`src/sfp_pkg.sv`:
```
// Constants, types and carriers for the sector flash program host controller
// Notes on behaviour
// - Every byte load of a sector presents the same sector address on the sector address bits.
// - After a protection code sequence, the sector address is held on every following byte load.
// - Each byte load follows the previous one within the byte load window of 150 us.
// - A protection code sequence is followed by a load of the full 128-byte sector.
// - Toggle polling may use any address but keeps it unchanged for the whole poll.
// - Command sequences use the low fifteen address bits and eight data lines.
package sfp_pkg;

    // ****************************************************
    // Timing
    // ****************************************************
    localparam int CLK_NS    = 20;
    localparam int T_WP_NS   = 90;
    localparam int T_WPH_NS  = 100;
    localparam int T_ACC_NS  = 90;
    localparam int T_OEHP_NS = 150;
    localparam int WIN_US    = 150;
    localparam int PRG_MS    = 10;
    localparam int WP_CYC    = (T_WP_NS + CLK_NS - 1) / CLK_NS;
    localparam int WPH_CYC   = (T_WPH_NS + CLK_NS - 1) / CLK_NS;
    localparam int ACC_CYC   = (T_ACC_NS + CLK_NS - 1) / CLK_NS;
    localparam int OEHP_CYC  = (T_OEHP_NS + CLK_NS - 1) / CLK_NS;
    localparam int BLC_CYC   = (WIN_US * 1000) / CLK_NS;
    localparam int WC_CYC    = (PRG_MS * 1000000) / CLK_NS;
    localparam int SYNC_CYC  = 3;

    // ****************************************************
    // Widths and fields
    // ****************************************************
    localparam int ADDR_W     = 17;
    localparam int DATA_W     = 8;
    localparam int CMD_ADDR_W = 15;
    localparam int SEC_LSB    = 7;
    localparam int SEC_W      = ADDR_W - SEC_LSB;
    localparam int SEC_BYTES  = 128;
    localparam int TOGGLE_BIT = 6;
    localparam int CNT_W      = 4;
    localparam int LCNT_W     = 8;
    localparam int TMR_W      = 24;

    typedef enum logic [4:0] {
        OP_READ = 5'h01,
        OP_CMD  = 5'h02,
        OP_LOAD = 5'h04,
        OP_POLL = 5'h08,
        OP_ID   = 5'h10
    } sfp_op_t;

    typedef enum logic [4:0] {
        ST_IDLE    = 5'h01,
        ST_WR_LOW  = 5'h02,
        ST_WR_HIGH = 5'h04,
        ST_RD      = 5'h08,
        ST_RD_GAP  = 5'h10
    } sfp_state_t;

    typedef struct packed {
        sfp_op_t                 op;
        logic [ADDR_W-1:0]       addr;
        logic [DATA_W-1:0]       data;
    } sfp_req_t;

    typedef struct packed {
        logic                    err;
        logic                    timeout;
        logic [DATA_W-1:0]       data;
    } sfp_rsp_t;

endpackage

```
`src/sfp_host.sv`:
```
// Host controller driving a sector-programmed parallel flash over its pins
`timescale 1ns/1ps
module sfp_host #(
    parameter int BLC_CYCLES = sfp_pkg::BLC_CYC,
    parameter int WC_CYCLES  = sfp_pkg::WC_CYC
) (
    // Clock and reset
    input  wire logic                          mclk,
    input  wire logic                          sys_rst,
    // Request side
    input  wire logic                          req_valid,
    input  wire sfp_pkg::sfp_req_t             req,
    output logic                               req_ready,
    // Answer side
    output logic                               rsp_valid,
    output sfp_pkg::sfp_rsp_t                  rsp,
    // Status
    output logic                               load_open,
    output logic                               sector_full,
    output logic                               prog_busy,
    output logic [sfp_pkg::LCNT_W-1:0]         load_count,
    // Flash pins
    output logic [sfp_pkg::ADDR_W-1:0]         flash_addr,
    output logic                               flash_ce_n,
    output logic                               flash_oe_n,
    output logic                               flash_we_n,
    output logic [sfp_pkg::DATA_W-1:0]         flash_dq_out,
    output logic                               flash_dq_oe,
    input  wire logic [sfp_pkg::DATA_W-1:0]    flash_dq_in
);

    // ****************************************************
    // Data pin synchroniser
    // ****************************************************
    logic [sfp_pkg::DATA_W-1:0] dq_s1_ff, dq_s2_ff, dq_s3_ff, dq_q_ff, nxt_dq_q;

    always_comb begin
        nxt_dq_q = (dq_s3_ff & ~(dq_s2_ff ^ dq_s3_ff)) | (dq_q_ff & (dq_s2_ff ^ dq_s3_ff));
    end

    always_ff @(posedge mclk) begin
        dq_s1_ff <= flash_dq_in;
        dq_s2_ff <= dq_s1_ff;
        dq_s3_ff <= dq_s2_ff;
        dq_q_ff  <= sys_rst ? '0 : nxt_dq_q;
    end

    // ****************************************************
    // Sequencer and load tracking
    // ****************************************************
    localparam logic [sfp_pkg::TMR_W-1:0] BLC_LAST = sfp_pkg::TMR_W'(BLC_CYCLES - 1);
    localparam logic [sfp_pkg::TMR_W-1:0] WC_LAST  = sfp_pkg::TMR_W'(WC_CYCLES - 1);
    localparam logic [sfp_pkg::CNT_W-1:0] WP_LAST  = sfp_pkg::CNT_W'(sfp_pkg::WP_CYC - 1);
    localparam logic [sfp_pkg::CNT_W-1:0] WPH_LAST = sfp_pkg::CNT_W'(sfp_pkg::WPH_CYC - 1);
    localparam logic [sfp_pkg::CNT_W-1:0] RD_LAST  =
        sfp_pkg::CNT_W'(sfp_pkg::ACC_CYC + sfp_pkg::SYNC_CYC);
    localparam logic [sfp_pkg::CNT_W-1:0] GAP_LAST = sfp_pkg::CNT_W'(sfp_pkg::OEHP_CYC - 1);
    localparam logic [sfp_pkg::LCNT_W-1:0] FULL_CNT = sfp_pkg::LCNT_W'(sfp_pkg::SEC_BYTES);

    sfp_pkg::sfp_state_t                state_ff, nxt_state;
    sfp_pkg::sfp_op_t                   op_ff, nxt_op;
    logic [sfp_pkg::CNT_W-1:0]          cnt_ff, nxt_cnt;
    logic [sfp_pkg::TMR_W-1:0]          gap_ff, nxt_gap, wc_ff, nxt_wc, poll_tmr_ff, nxt_poll_tmr;
    logic [sfp_pkg::SEC_W-1:0]          sector_ff, nxt_sector, sec_sel;
    logic                               poll_first_ff, nxt_poll_first;
    logic                               poll_prev_ff, nxt_poll_prev;
    logic                               poll_done_ff, nxt_poll_done;
    logic                               gap_expire;
    logic                               req_ready_ff, nxt_req_ready;
    logic                               rsp_valid_ff, nxt_rsp_valid;
    sfp_pkg::sfp_rsp_t                  rsp_ff, nxt_rsp;
    logic                               load_open_ff, nxt_load_open;
    logic                               prog_busy_ff, nxt_prog_busy;
    logic [sfp_pkg::LCNT_W-1:0]         load_cnt_ff, nxt_load_cnt;
    logic                               sector_full_ff, nxt_sector_full;
    logic [sfp_pkg::ADDR_W-1:0]         addr_ff, nxt_addr;
    logic                               ce_n_ff, nxt_ce_n, oe_n_ff, nxt_oe_n, we_n_ff, nxt_we_n;
    logic [sfp_pkg::DATA_W-1:0]         dq_out_ff, nxt_dq_out;
    logic                               dq_oe_ff, nxt_dq_oe;

    always_comb begin
        nxt_state      = state_ff;
        nxt_op         = op_ff;
        nxt_cnt        = cnt_ff;
        nxt_gap        = gap_ff;
        nxt_wc         = wc_ff;
        nxt_poll_tmr   = poll_tmr_ff;
        nxt_sector     = sector_ff;
        nxt_poll_first = poll_first_ff;
        nxt_poll_prev  = poll_prev_ff;
        nxt_poll_done  = poll_done_ff;
        nxt_req_ready  = req_ready_ff;
        nxt_rsp_valid  = 1'b0;
        nxt_rsp        = rsp_ff;
        nxt_load_open  = load_open_ff;
        nxt_prog_busy  = prog_busy_ff;
        nxt_load_cnt   = load_cnt_ff;
        nxt_addr       = addr_ff;
        nxt_ce_n       = ce_n_ff;
        nxt_oe_n       = oe_n_ff;
        nxt_we_n       = we_n_ff;
        nxt_dq_out     = dq_out_ff;
        nxt_dq_oe      = dq_oe_ff;
        // Window closes: device now erases and programs the sector
        gap_expire     = load_open_ff && (gap_ff == BLC_LAST) && (state_ff == sfp_pkg::ST_IDLE);
        sec_sel        = load_open_ff ? sector_ff : req.addr[sfp_pkg::ADDR_W-1:sfp_pkg::SEC_LSB];
        if (load_open_ff && state_ff == sfp_pkg::ST_IDLE) begin
            nxt_gap = gap_ff + 1'b1;
        end
        if (gap_expire) begin
            nxt_load_open = 1'b0;
            nxt_prog_busy = 1'b1;
            nxt_wc        = '0;
        end
        if (prog_busy_ff) begin
            nxt_wc = wc_ff + 1'b1;
            if (wc_ff == WC_LAST) begin
                nxt_prog_busy = 1'b0;
            end
        end
        unique case (state_ff)
            sfp_pkg::ST_IDLE: begin
                if (req_valid) begin
                    nxt_op        = req.op;
                    nxt_cnt       = '0;
                    nxt_req_ready = 1'b0;
                    nxt_rsp       = '0;
                    unique case (req.op)
                        sfp_pkg::OP_READ, sfp_pkg::OP_ID, sfp_pkg::OP_POLL: begin
                            if (req.op == sfp_pkg::OP_READ) begin
                                nxt_addr = req.addr;
                            end else if (req.op == sfp_pkg::OP_ID) begin
                                nxt_addr = {{(sfp_pkg::ADDR_W-1){1'b0}}, req.addr[0]};
                            end
                            nxt_poll_first = 1'b1;
                            nxt_poll_done  = 1'b0;
                            nxt_poll_tmr   = '0;
                            nxt_ce_n       = 1'b0;
                            nxt_oe_n       = 1'b0;
                            nxt_state      = sfp_pkg::ST_RD;
                        end
                        sfp_pkg::OP_CMD: begin
                            nxt_addr  = {{(sfp_pkg::ADDR_W-sfp_pkg::CMD_ADDR_W){1'b0}},
                                         req.addr[sfp_pkg::CMD_ADDR_W-1:0]};
                            nxt_dq_out = req.data;
                            nxt_dq_oe  = 1'b1;
                            nxt_oe_n   = 1'b1;
                            nxt_ce_n   = 1'b0;
                            nxt_we_n   = 1'b0;
                            nxt_state  = sfp_pkg::ST_WR_LOW;
                        end
                        sfp_pkg::OP_LOAD: begin
                            if (prog_busy_ff || gap_expire) begin
                                nxt_rsp.err   = 1'b1;
                                nxt_rsp_valid = 1'b1;
                                nxt_req_ready = 1'b1;
                            end else begin
                                nxt_sector = sec_sel;
                                nxt_addr   = {sec_sel, req.addr[sfp_pkg::SEC_LSB-1:0]};
                                if (!load_open_ff) begin
                                    nxt_load_cnt = '0;
                                end
                                nxt_load_open = 1'b1;
                                nxt_gap    = '0;
                                nxt_dq_out = req.data;
                                nxt_dq_oe  = 1'b1;
                                nxt_oe_n   = 1'b1;
                                nxt_ce_n   = 1'b0;
                                nxt_we_n   = 1'b0;
                                nxt_state  = sfp_pkg::ST_WR_LOW;
                            end
                        end
                        default: begin
                            nxt_rsp.err   = 1'b1;
                            nxt_rsp_valid = 1'b1;
                            nxt_req_ready = 1'b1;
                        end
                    endcase
                end
            end
            sfp_pkg::ST_WR_LOW: begin
                nxt_cnt = cnt_ff + 1'b1;
                if (cnt_ff == WP_LAST) begin
                    nxt_we_n  = 1'b1;
                    nxt_ce_n  = 1'b1;
                    nxt_cnt   = '0;
                    nxt_state = sfp_pkg::ST_WR_HIGH;
                    if (op_ff == sfp_pkg::OP_LOAD) begin
                        nxt_load_cnt = load_cnt_ff + 1'b1;
                    end
                end
            end
            sfp_pkg::ST_WR_HIGH: begin
                nxt_cnt = cnt_ff + 1'b1;
                if (cnt_ff == WPH_LAST) begin
                    nxt_dq_oe     = 1'b0;
                    nxt_state     = sfp_pkg::ST_IDLE;
                    nxt_req_ready = 1'b1;
                    nxt_rsp_valid = 1'b1;
                end
            end
            sfp_pkg::ST_RD: begin
                nxt_cnt      = cnt_ff + 1'b1;
                nxt_poll_tmr = poll_tmr_ff + 1'b1;
                if (cnt_ff == RD_LAST) begin
                    nxt_ce_n      = 1'b1;
                    nxt_oe_n      = 1'b1;
                    nxt_cnt       = '0;
                    nxt_rsp.data  = dq_q_ff;
                    nxt_state     = sfp_pkg::ST_RD_GAP;
                    nxt_poll_prev = dq_q_ff[sfp_pkg::TOGGLE_BIT];
                    nxt_poll_first = 1'b0;
                    if (op_ff != sfp_pkg::OP_POLL || (!poll_first_ff &&
                        dq_q_ff[sfp_pkg::TOGGLE_BIT] == poll_prev_ff)) begin
                        nxt_poll_done = 1'b1;
                    end
                end
            end
            sfp_pkg::ST_RD_GAP: begin
                nxt_cnt      = cnt_ff + 1'b1;
                nxt_poll_tmr = poll_tmr_ff + 1'b1;
                if (cnt_ff == GAP_LAST) begin
                    nxt_cnt = '0;
                    if (poll_done_ff || poll_tmr_ff >= WC_LAST) begin
                        nxt_rsp.timeout = !poll_done_ff;
                        nxt_state       = sfp_pkg::ST_IDLE;
                        nxt_req_ready   = 1'b1;
                        nxt_rsp_valid   = 1'b1;
                        if (op_ff == sfp_pkg::OP_POLL && poll_done_ff) begin
                            nxt_prog_busy = 1'b0;
                        end
                    end else begin
                        nxt_ce_n  = 1'b0;
                        nxt_oe_n  = 1'b0;
                        nxt_state = sfp_pkg::ST_RD;
                    end
                end
            end
            default: begin
                nxt_state = sfp_pkg::ST_IDLE;
            end
        endcase
        nxt_sector_full = (nxt_load_cnt == FULL_CNT);
    end

    always_ff @(posedge mclk) begin
        if (sys_rst) begin
            state_ff      <= sfp_pkg::ST_IDLE;
            op_ff         <= sfp_pkg::OP_READ;
            cnt_ff        <= '0;
            gap_ff        <= '0;
            wc_ff         <= '0;
            poll_tmr_ff   <= '0;
            sector_ff     <= '0;
            poll_first_ff <= 1'b1;
            poll_prev_ff  <= 1'b0;
            poll_done_ff  <= 1'b0;
            req_ready_ff  <= 1'b1;
            rsp_valid_ff  <= 1'b0;
            rsp_ff        <= '0;
            load_open_ff  <= 1'b0;
            prog_busy_ff  <= 1'b0;
            load_cnt_ff   <= '0;
            sector_full_ff <= 1'b0;
            addr_ff       <= '0;
            ce_n_ff       <= 1'b1;
            oe_n_ff       <= 1'b1;
            we_n_ff       <= 1'b1;
            dq_out_ff     <= '0;
            dq_oe_ff      <= 1'b0;
        end else begin
            state_ff      <= nxt_state;
            op_ff         <= nxt_op;
            cnt_ff        <= nxt_cnt;
            gap_ff        <= nxt_gap;
            wc_ff         <= nxt_wc;
            poll_tmr_ff   <= nxt_poll_tmr;
            sector_ff     <= nxt_sector;
            poll_first_ff <= nxt_poll_first;
            poll_prev_ff  <= nxt_poll_prev;
            poll_done_ff  <= nxt_poll_done;
            req_ready_ff  <= nxt_req_ready;
            rsp_valid_ff  <= nxt_rsp_valid;
            rsp_ff        <= nxt_rsp;
            load_open_ff  <= nxt_load_open;
            prog_busy_ff  <= nxt_prog_busy;
            load_cnt_ff   <= nxt_load_cnt;
            sector_full_ff <= nxt_sector_full;
            addr_ff       <= nxt_addr;
            ce_n_ff       <= nxt_ce_n;
            oe_n_ff       <= nxt_oe_n;
            we_n_ff       <= nxt_we_n;
            dq_out_ff     <= nxt_dq_out;
            dq_oe_ff      <= nxt_dq_oe;
        end
    end

    assign req_ready    = req_ready_ff;
    assign rsp_valid    = rsp_valid_ff;
    assign rsp          = rsp_ff;
    assign load_open    = load_open_ff;
    assign prog_busy    = prog_busy_ff;
    assign load_count   = load_cnt_ff;
    assign sector_full  = sector_full_ff;
    assign flash_addr   = addr_ff;
    assign flash_ce_n   = ce_n_ff;
    assign flash_oe_n   = oe_n_ff;
    assign flash_we_n   = we_n_ff;
    assign flash_dq_out = dq_out_ff;
    assign flash_dq_oe  = dq_oe_ff;
endmodule // sfp_host

```
`config.mk`:
```
export PLATFORM = sky130hd
export DESIGN_NAME = sfp_host
export DESIGN_NICKNAME = d
export VERILOG_FILES = /design/src/sfp_pkg.sv /design/src/sfp_host.sv
export SDC_FILE = /design/constraint.sdc
export NUM_CORES = 1
export LEC_CHECK = 0
export ABC_AREA = 1
export BUFFER_PORTS_ARGS = -buffer_cell sky130_fd_sc_hd__buf_4
export CAP_MARGIN = 20
export CORE_MARGIN = 5
export CORE_UTILIZATION = 40
export CTS_CLUSTER_SIZE = 25
export DETAILED_ROUTE_END_ITERATION = 12
export PLACE_DENSITY = 0.55
export SYNTH_ARGS = -nofsm -noshare
export SYNTH_HDL_FRONTEND = slang
export SYNTH_SLANG_ARGS = --single-unit
```
`constraint.sdc`:
```
create_clock -name mclk -period 2.1 [get_ports mclk]
set_clock_uncertainty 0.15 [all_clocks]
set_input_delay 0.42 -clock mclk [delete_from_list [all_inputs] [get_ports mclk]]
set_output_delay 0.42 -clock mclk [all_outputs]
set_load 0.1 [all_outputs]
```
Yosys cells after proc, flatten, opt, wreduce, memory -nomap -nowiden
Index checks and enable logic that the tools add are counted.
Word-level totals
  register bits after elaboration: 183
  input port bits: 41
  output and inout port bits: 52
  logic and storage cells: 213
Cells by class
  add/sub/neg operators: 5
  order comparisons: 1
  eq/ne operators: 35
  multiplexer cells: 95
  bitwise operators: 6
  reductions and logical operators: 42
Operator list (number)
  $mux W24: 9
  $add A24 B1 Y24 const B: 3
  $mux W8: 8
  $mux W17: 3
  $pmux W17 S3: 1
  $pmux W24 S2: 1
  $pmux W8 S2: 3
  $mux W1: 40
  $mux W5: 6
  $pmux W5 S5: 1
  $reduce_and A5 Y1: 5
  $eq A24 B13 Y1 const B: 1
  $eq A24 B19 Y1 const B: 1
  $ge A24 B19 Y1 const B: 1
  $mux W4: 5
  $pmux W4 S5: 1
  $ne A2 B2 Y1 const B: 9
  $pmux W1 S2: 9
  $and A8 B8 Y8: 2
  $reduce_and A4 Y1: 4
  $eq A5 B3 Y1 const B: 3
  $eq A5 B4 Y1 const B: 3
  $pmux W5 S3: 1
  $reduce_and A7 Y1: 2
  other kinds (36): 62

Logic depth before layout (Yosys ltp)
  depth in word-level cells: 10
  gate-level depth with buffers: 13
  mapped depth without buffers: 13

Worst setup path before layout
Ideal clock, no wire load.
  kind: reg2reg
  start: reg load_open_ff, in the netlist load_open
  end: reg addr_ff (netlist bit flash_addr[14])
  arrival: 2293 ps
  data required time: 1837 ps
  setup slack: -456 ps
  cell stages (with the launch flop): 12
  period minus slack after synthesis: 2556 ps
  cell sequence: dfxtp_1 -> buf_2 -> inv_1 -> nor2_8 -> nand3_4 -> nand2_4 -> nand2_4 -> nand4_4 -> buf_4 -> nand2_1 -> nand2_1 -> nor2_1
On the way
  longest elaborated chain between the ends: 5
  elaborated cells on any way between the ends: 8
  those cells by class: eq/ne: 1; mux: 3; reduce/logical: 4
Ends and longest elaborated chain
  start: declaration: RTL line sfp_host.sv:72  | logic load_open_ff, nxt_load_open;
  start signal: assignment: RTL line sfp_host.sv:285  | load_open_ff <= nxt_load_open;
  $logic_and A1 B1 Y1 (2 in a row): RTL line sfp_host.sv:105  | gap_expire = load_open_ff && (gap_ff == BLC_LAST) && (state_ff == sfp_pkg::ST_IDLE);
  $logic_or A1 B1 Y1: RTL line sfp_host.sv:153  | if (prog_busy_ff || gap_expire) begin
  $ne A2 B2 Y1 (no source line)
  $reduce_and A5 Y1 (no source line)
  end signal: assignment: RTL line sfp_host.sv:289  | addr_ff <= nxt_addr;
  end: declaration: RTL line sfp_host.sv:76  | logic [sfp_pkg::ADDR_W-1:0] addr_ff, nxt_addr;
Parallel ways exist; a longest one is shown, timed or not. The select of a mux whose other input is x is not followed.
A chain may end at the register's enable or synchronous reset.

Final worst setup path
  start: reg state_ff[4]
  end: reg sector_full_ff, in the netlist sector_full
On the way
  longest elaborated chain between the ends: 8
  elaborated cells on any way between the ends: 9
  those cells by class: eq/ne: 3; mux: 4; reduce/logical: 2
Ends and longest elaborated chain
  start: declaration: RTL line sfp_host.sv:60  | sfp_pkg::sfp_state_t state_ff, nxt_state;
  start signal: assignment: RTL line sfp_host.sv:248  | state_ff <= sfp_pkg::ST_IDLE;
  start signal: assignment: RTL line sfp_host.sv:272  | state_ff <= nxt_state;
  $eq A5 B1 Y1: RTL line sfp_host.sv:105, sfp_host.sv:121
  $logic_and A1 B1 Y1: RTL line sfp_host.sv:105
  $logic_or A1 B1 Y1: RTL line sfp_host.sv:153
  $mux W8: RTL line sfp_host.sv:153
  $mux W8: RTL line sfp_host.sv:128  | unique case (req.op)
  $mux W8: RTL line sfp_host.sv:123  | if (req_valid) begin
  $pmux W8 S2 *: RTL line sfp_host.sv:121  | unique case (state_ff)
  $eq A8 B8 Y1 *: RTL line sfp_host.sv:243  | nxt_sector_full = (nxt_load_cnt == FULL_CNT);
  end signal: assignment: RTL line sfp_host.sv:288  | sector_full_ff <= nxt_sector_full;
  end: declaration: RTL line sfp_host.sv:75  | logic sector_full_ff, nxt_sector_full;
Mark *: on every way between the ends. The rest lies on a longest branch, timed or not.

==> impl_results.md <==
- Outcome: finished clean
- Max incr delay on CP: 0.34 ns
- Commonest non-fill, non-tap cell in the layout: nand2_1
- I/O Buffers: 92
- Final instance area: 11300 um2
- CORE AREA: 22000 um2
- CP arrival: 2.25 ns
- Ports: 93
- Mapped Cells: between 1000 and 1500
- Setup Viol. Count Final: 0
- Req. time, crit path: 2.34 ns
- Dpl hpwl: 17600 um
- CP endpoint kind: register
- Worst-path clk slew: ~0.09 ns
- Final min period: about 2 ns
- Top area cells in the synthesized netlist: dfxtp_1, nand2_1, nor2_1
- Synth Register Bits: approximately 180
- Most used DFF post-synth: dfxtp_1
- Root Buffer: clkbuf_16
- Clock Sinks: 183
- CTS Buffer Depth: 2
- Layout Utilization: 0.513
- Hold Startpoint: req[8]
- Row count: 54
- Clk_lat worst skew: 0.44 ns
- Worst setup path startpoint: state_ff[4]
- CTS H-tree lvls: 4
- Count of cell types in the netlist: 50
- Final Max Tran Viols: 0
- Crit share post-route: 0.957
- Worst setup SP type: register
- Drt pass-1 iters: 7
- DR vias/cell: 4.96
- Slowest cell on the critical path: dfxtp_1
- Final worst-path setup slack: between 0.08 and 0.09 ns
- Grt total ovfl: 0
- Crit-path cells: inv_1 > nand4_4 > clkinvlp_4 > buf_4 > o21ai_0 > nand2_1 > inv_1 > nand3_1 > o21ai_0 > nand3_1 > nor2_1
- Post-synth EDFFs: 0
- CTS buffer count: 17
- Wire per inst: 13.5 um
- RSZ-0062 raised after global routing: yes
- Post-route ant nets: 0
- Layout cells sized above 1: 0.162
- Area leader, netlist: dfxtp_1
- Layout Nets: 1522
- DIE HEIGHT: ~160 um
- Drt initial violations: 472
- Vias in the first global route: approximately 8300
- Post-synth net total: 1370
- Die span in x: ~160 um
- DRC Markers: 0
- Die area: ~26000 um2
- Setup slack, reg-to-reg: about 0.090 ns
- Ant. Diodes: 0
- Initial antenna violation count: 0
- HP Class: input port to register
- CP max FO: 5
- Synthesis Warnings: 0
- Leak pwr: 4.80 nW
- Post-place setup slack: -0.0516 ns
- Fmax: 497 MHz
- Maxcap violations: 0
- Initial core utilization: 0.408
- First-pass GRT wire length: around 40000 um
- Seq/Total Area, Yosys: 0.409
- Mean Syn Cell Area: 6.78 um2
- Fill cells: about 2200
- Hold Vio Cnt, Final: 0
- Critical path class: register to register
- Least-Margin Pin Slew: 0.784 ns
- Pwr Density: 906 nW/um2
- Vias: between 8000 and 9000
- TritonCTS clock tree: yes
- Final Non-Filler Cells: 1768
- Placed cell areas: between 10000 and 15000 um2
- Total power: between 0.01 and 0.015 W
- Max_slew headroom: 0.475
- R2R Path Start: state_ff[4]
- Commonest non-fill, non-tap cells in the layout: nand2_1, nor2_1, dfxtp_1, inv_1, buf_4
- Total GRT Usage: 0.185
- Area grow syn2layout: 25.6%
- Netlist Area Pre-Place: around 9000 um2
- Peak VDD IR: just under 0.0005 V
- Total wire length: 23900 um
- Asr flop ratio synth: 0
- Placed Instances: 1721
- Final GP Congestion: 0.880
- Largest net degree at the start of global routing: approximately 60
- Post-synth top area share: 0.409
-- power by group --
part           internal (W)  total, W  switching [W]
Sequential          0.00369   0.00383       0.000144
Clock               0.00166   0.00333        0.00167
Combinational      0.000965   0.00304        0.00207
Total               0.00631    0.0102        0.00389
-- worst paths after layout --
kind         cells past startpoint            end
min reg2reg                      0    dq_s2_ff[6]
max reg2reg                     11    sector_full
max                             11    sector_full
min                              3  flash_addr[0]
-- metrics by stage --
| stage | hold WS (ns) | TNS, ns |
|---|---|---|
| after global routing | 0.0470 | -0.0938 |
| after detailed placement | 0.162 | -0.673 |
| after global placement | 0.161 | -0.0267 |
| after CTS | 0.0326 | 0 |
| after floorplan | 0.160 | 0 |
| final | 0.0465 | 0 |
-- critical path: cells and delay by family, from the launching register on --
kind | cells | cell delay, ns
AOI/OAI and AO/OA | 2 | 0.25
DFF | 1 | 0.34
buffers and inverters | 4 | 0.58
and+or+nand+nor | 5 | 0.63
-- kinds of logic after synthesis --
family          share of synthesized area
buf+inv                            0.0900
compound gates                      0.116
mux                               0.00223
xor+xnor                           0.0244
fa+ha+maj                         0.00837
simple gates                        0.351
flops                               0.409
-- state kept, by name (all words and copies together) (netlist names), 10 cells and up, named ones only --
register     cells
flash_addr      17
sector_ff       10
wc_ff           24
gap_ff          24
rsp             10
poll_tmr_ff     24
-- final cells by class --
cell class	instances	area, um2	share of cell area
clock inverters	15	209	0.0186
flip-flops and latches	183	3670	0.326
inverters	175	664	0.0590
multi-input cells	935	4650	0.413
clock buffers	17	425	0.0378
repair buffers	163	1280	0.114
well taps	280	350	0.0311
-- per-layer routing --
metal | GRT usage | share of wire
met5 | 0 | 0
met4 | 0.0454 | 0.012
met3 | 0.0361 | 0.040
met2 | 0.313 | 0.47
met1 | 0.244 | 0.48
-- what timing repair did --
action,4_1_cts,5_1_grt
cloned,0,2
endpoints found under the setup margin,2,82
pin swaps,0,6
endpoints found under the hold margin,8,0
buffers inserted,0,5
hold buffers,8,0
gates resized for setup,1,31
-- synthesized netlist by cell type, types with 3 or more instances --
cell type and n:
a21oi_1 72, a22oi_1 7, a31oi_1 3, buf_2 6, buf_4 4, clkbuf_1 21
clkinv_1 5, dfxtp_1 183, ha_1 6, inv_1 169, nand2_1 283, nand2_2 3
nand3_1 89, nand3b_1 5, nand4_1 45, nor2_1 220, nor2_2 6, nor3_1 29
nor4_1 12, o21ai_0 86, o21bai_1 7, or2_2 3, xor2_1 23
Power figures use the tool's default switching activity.
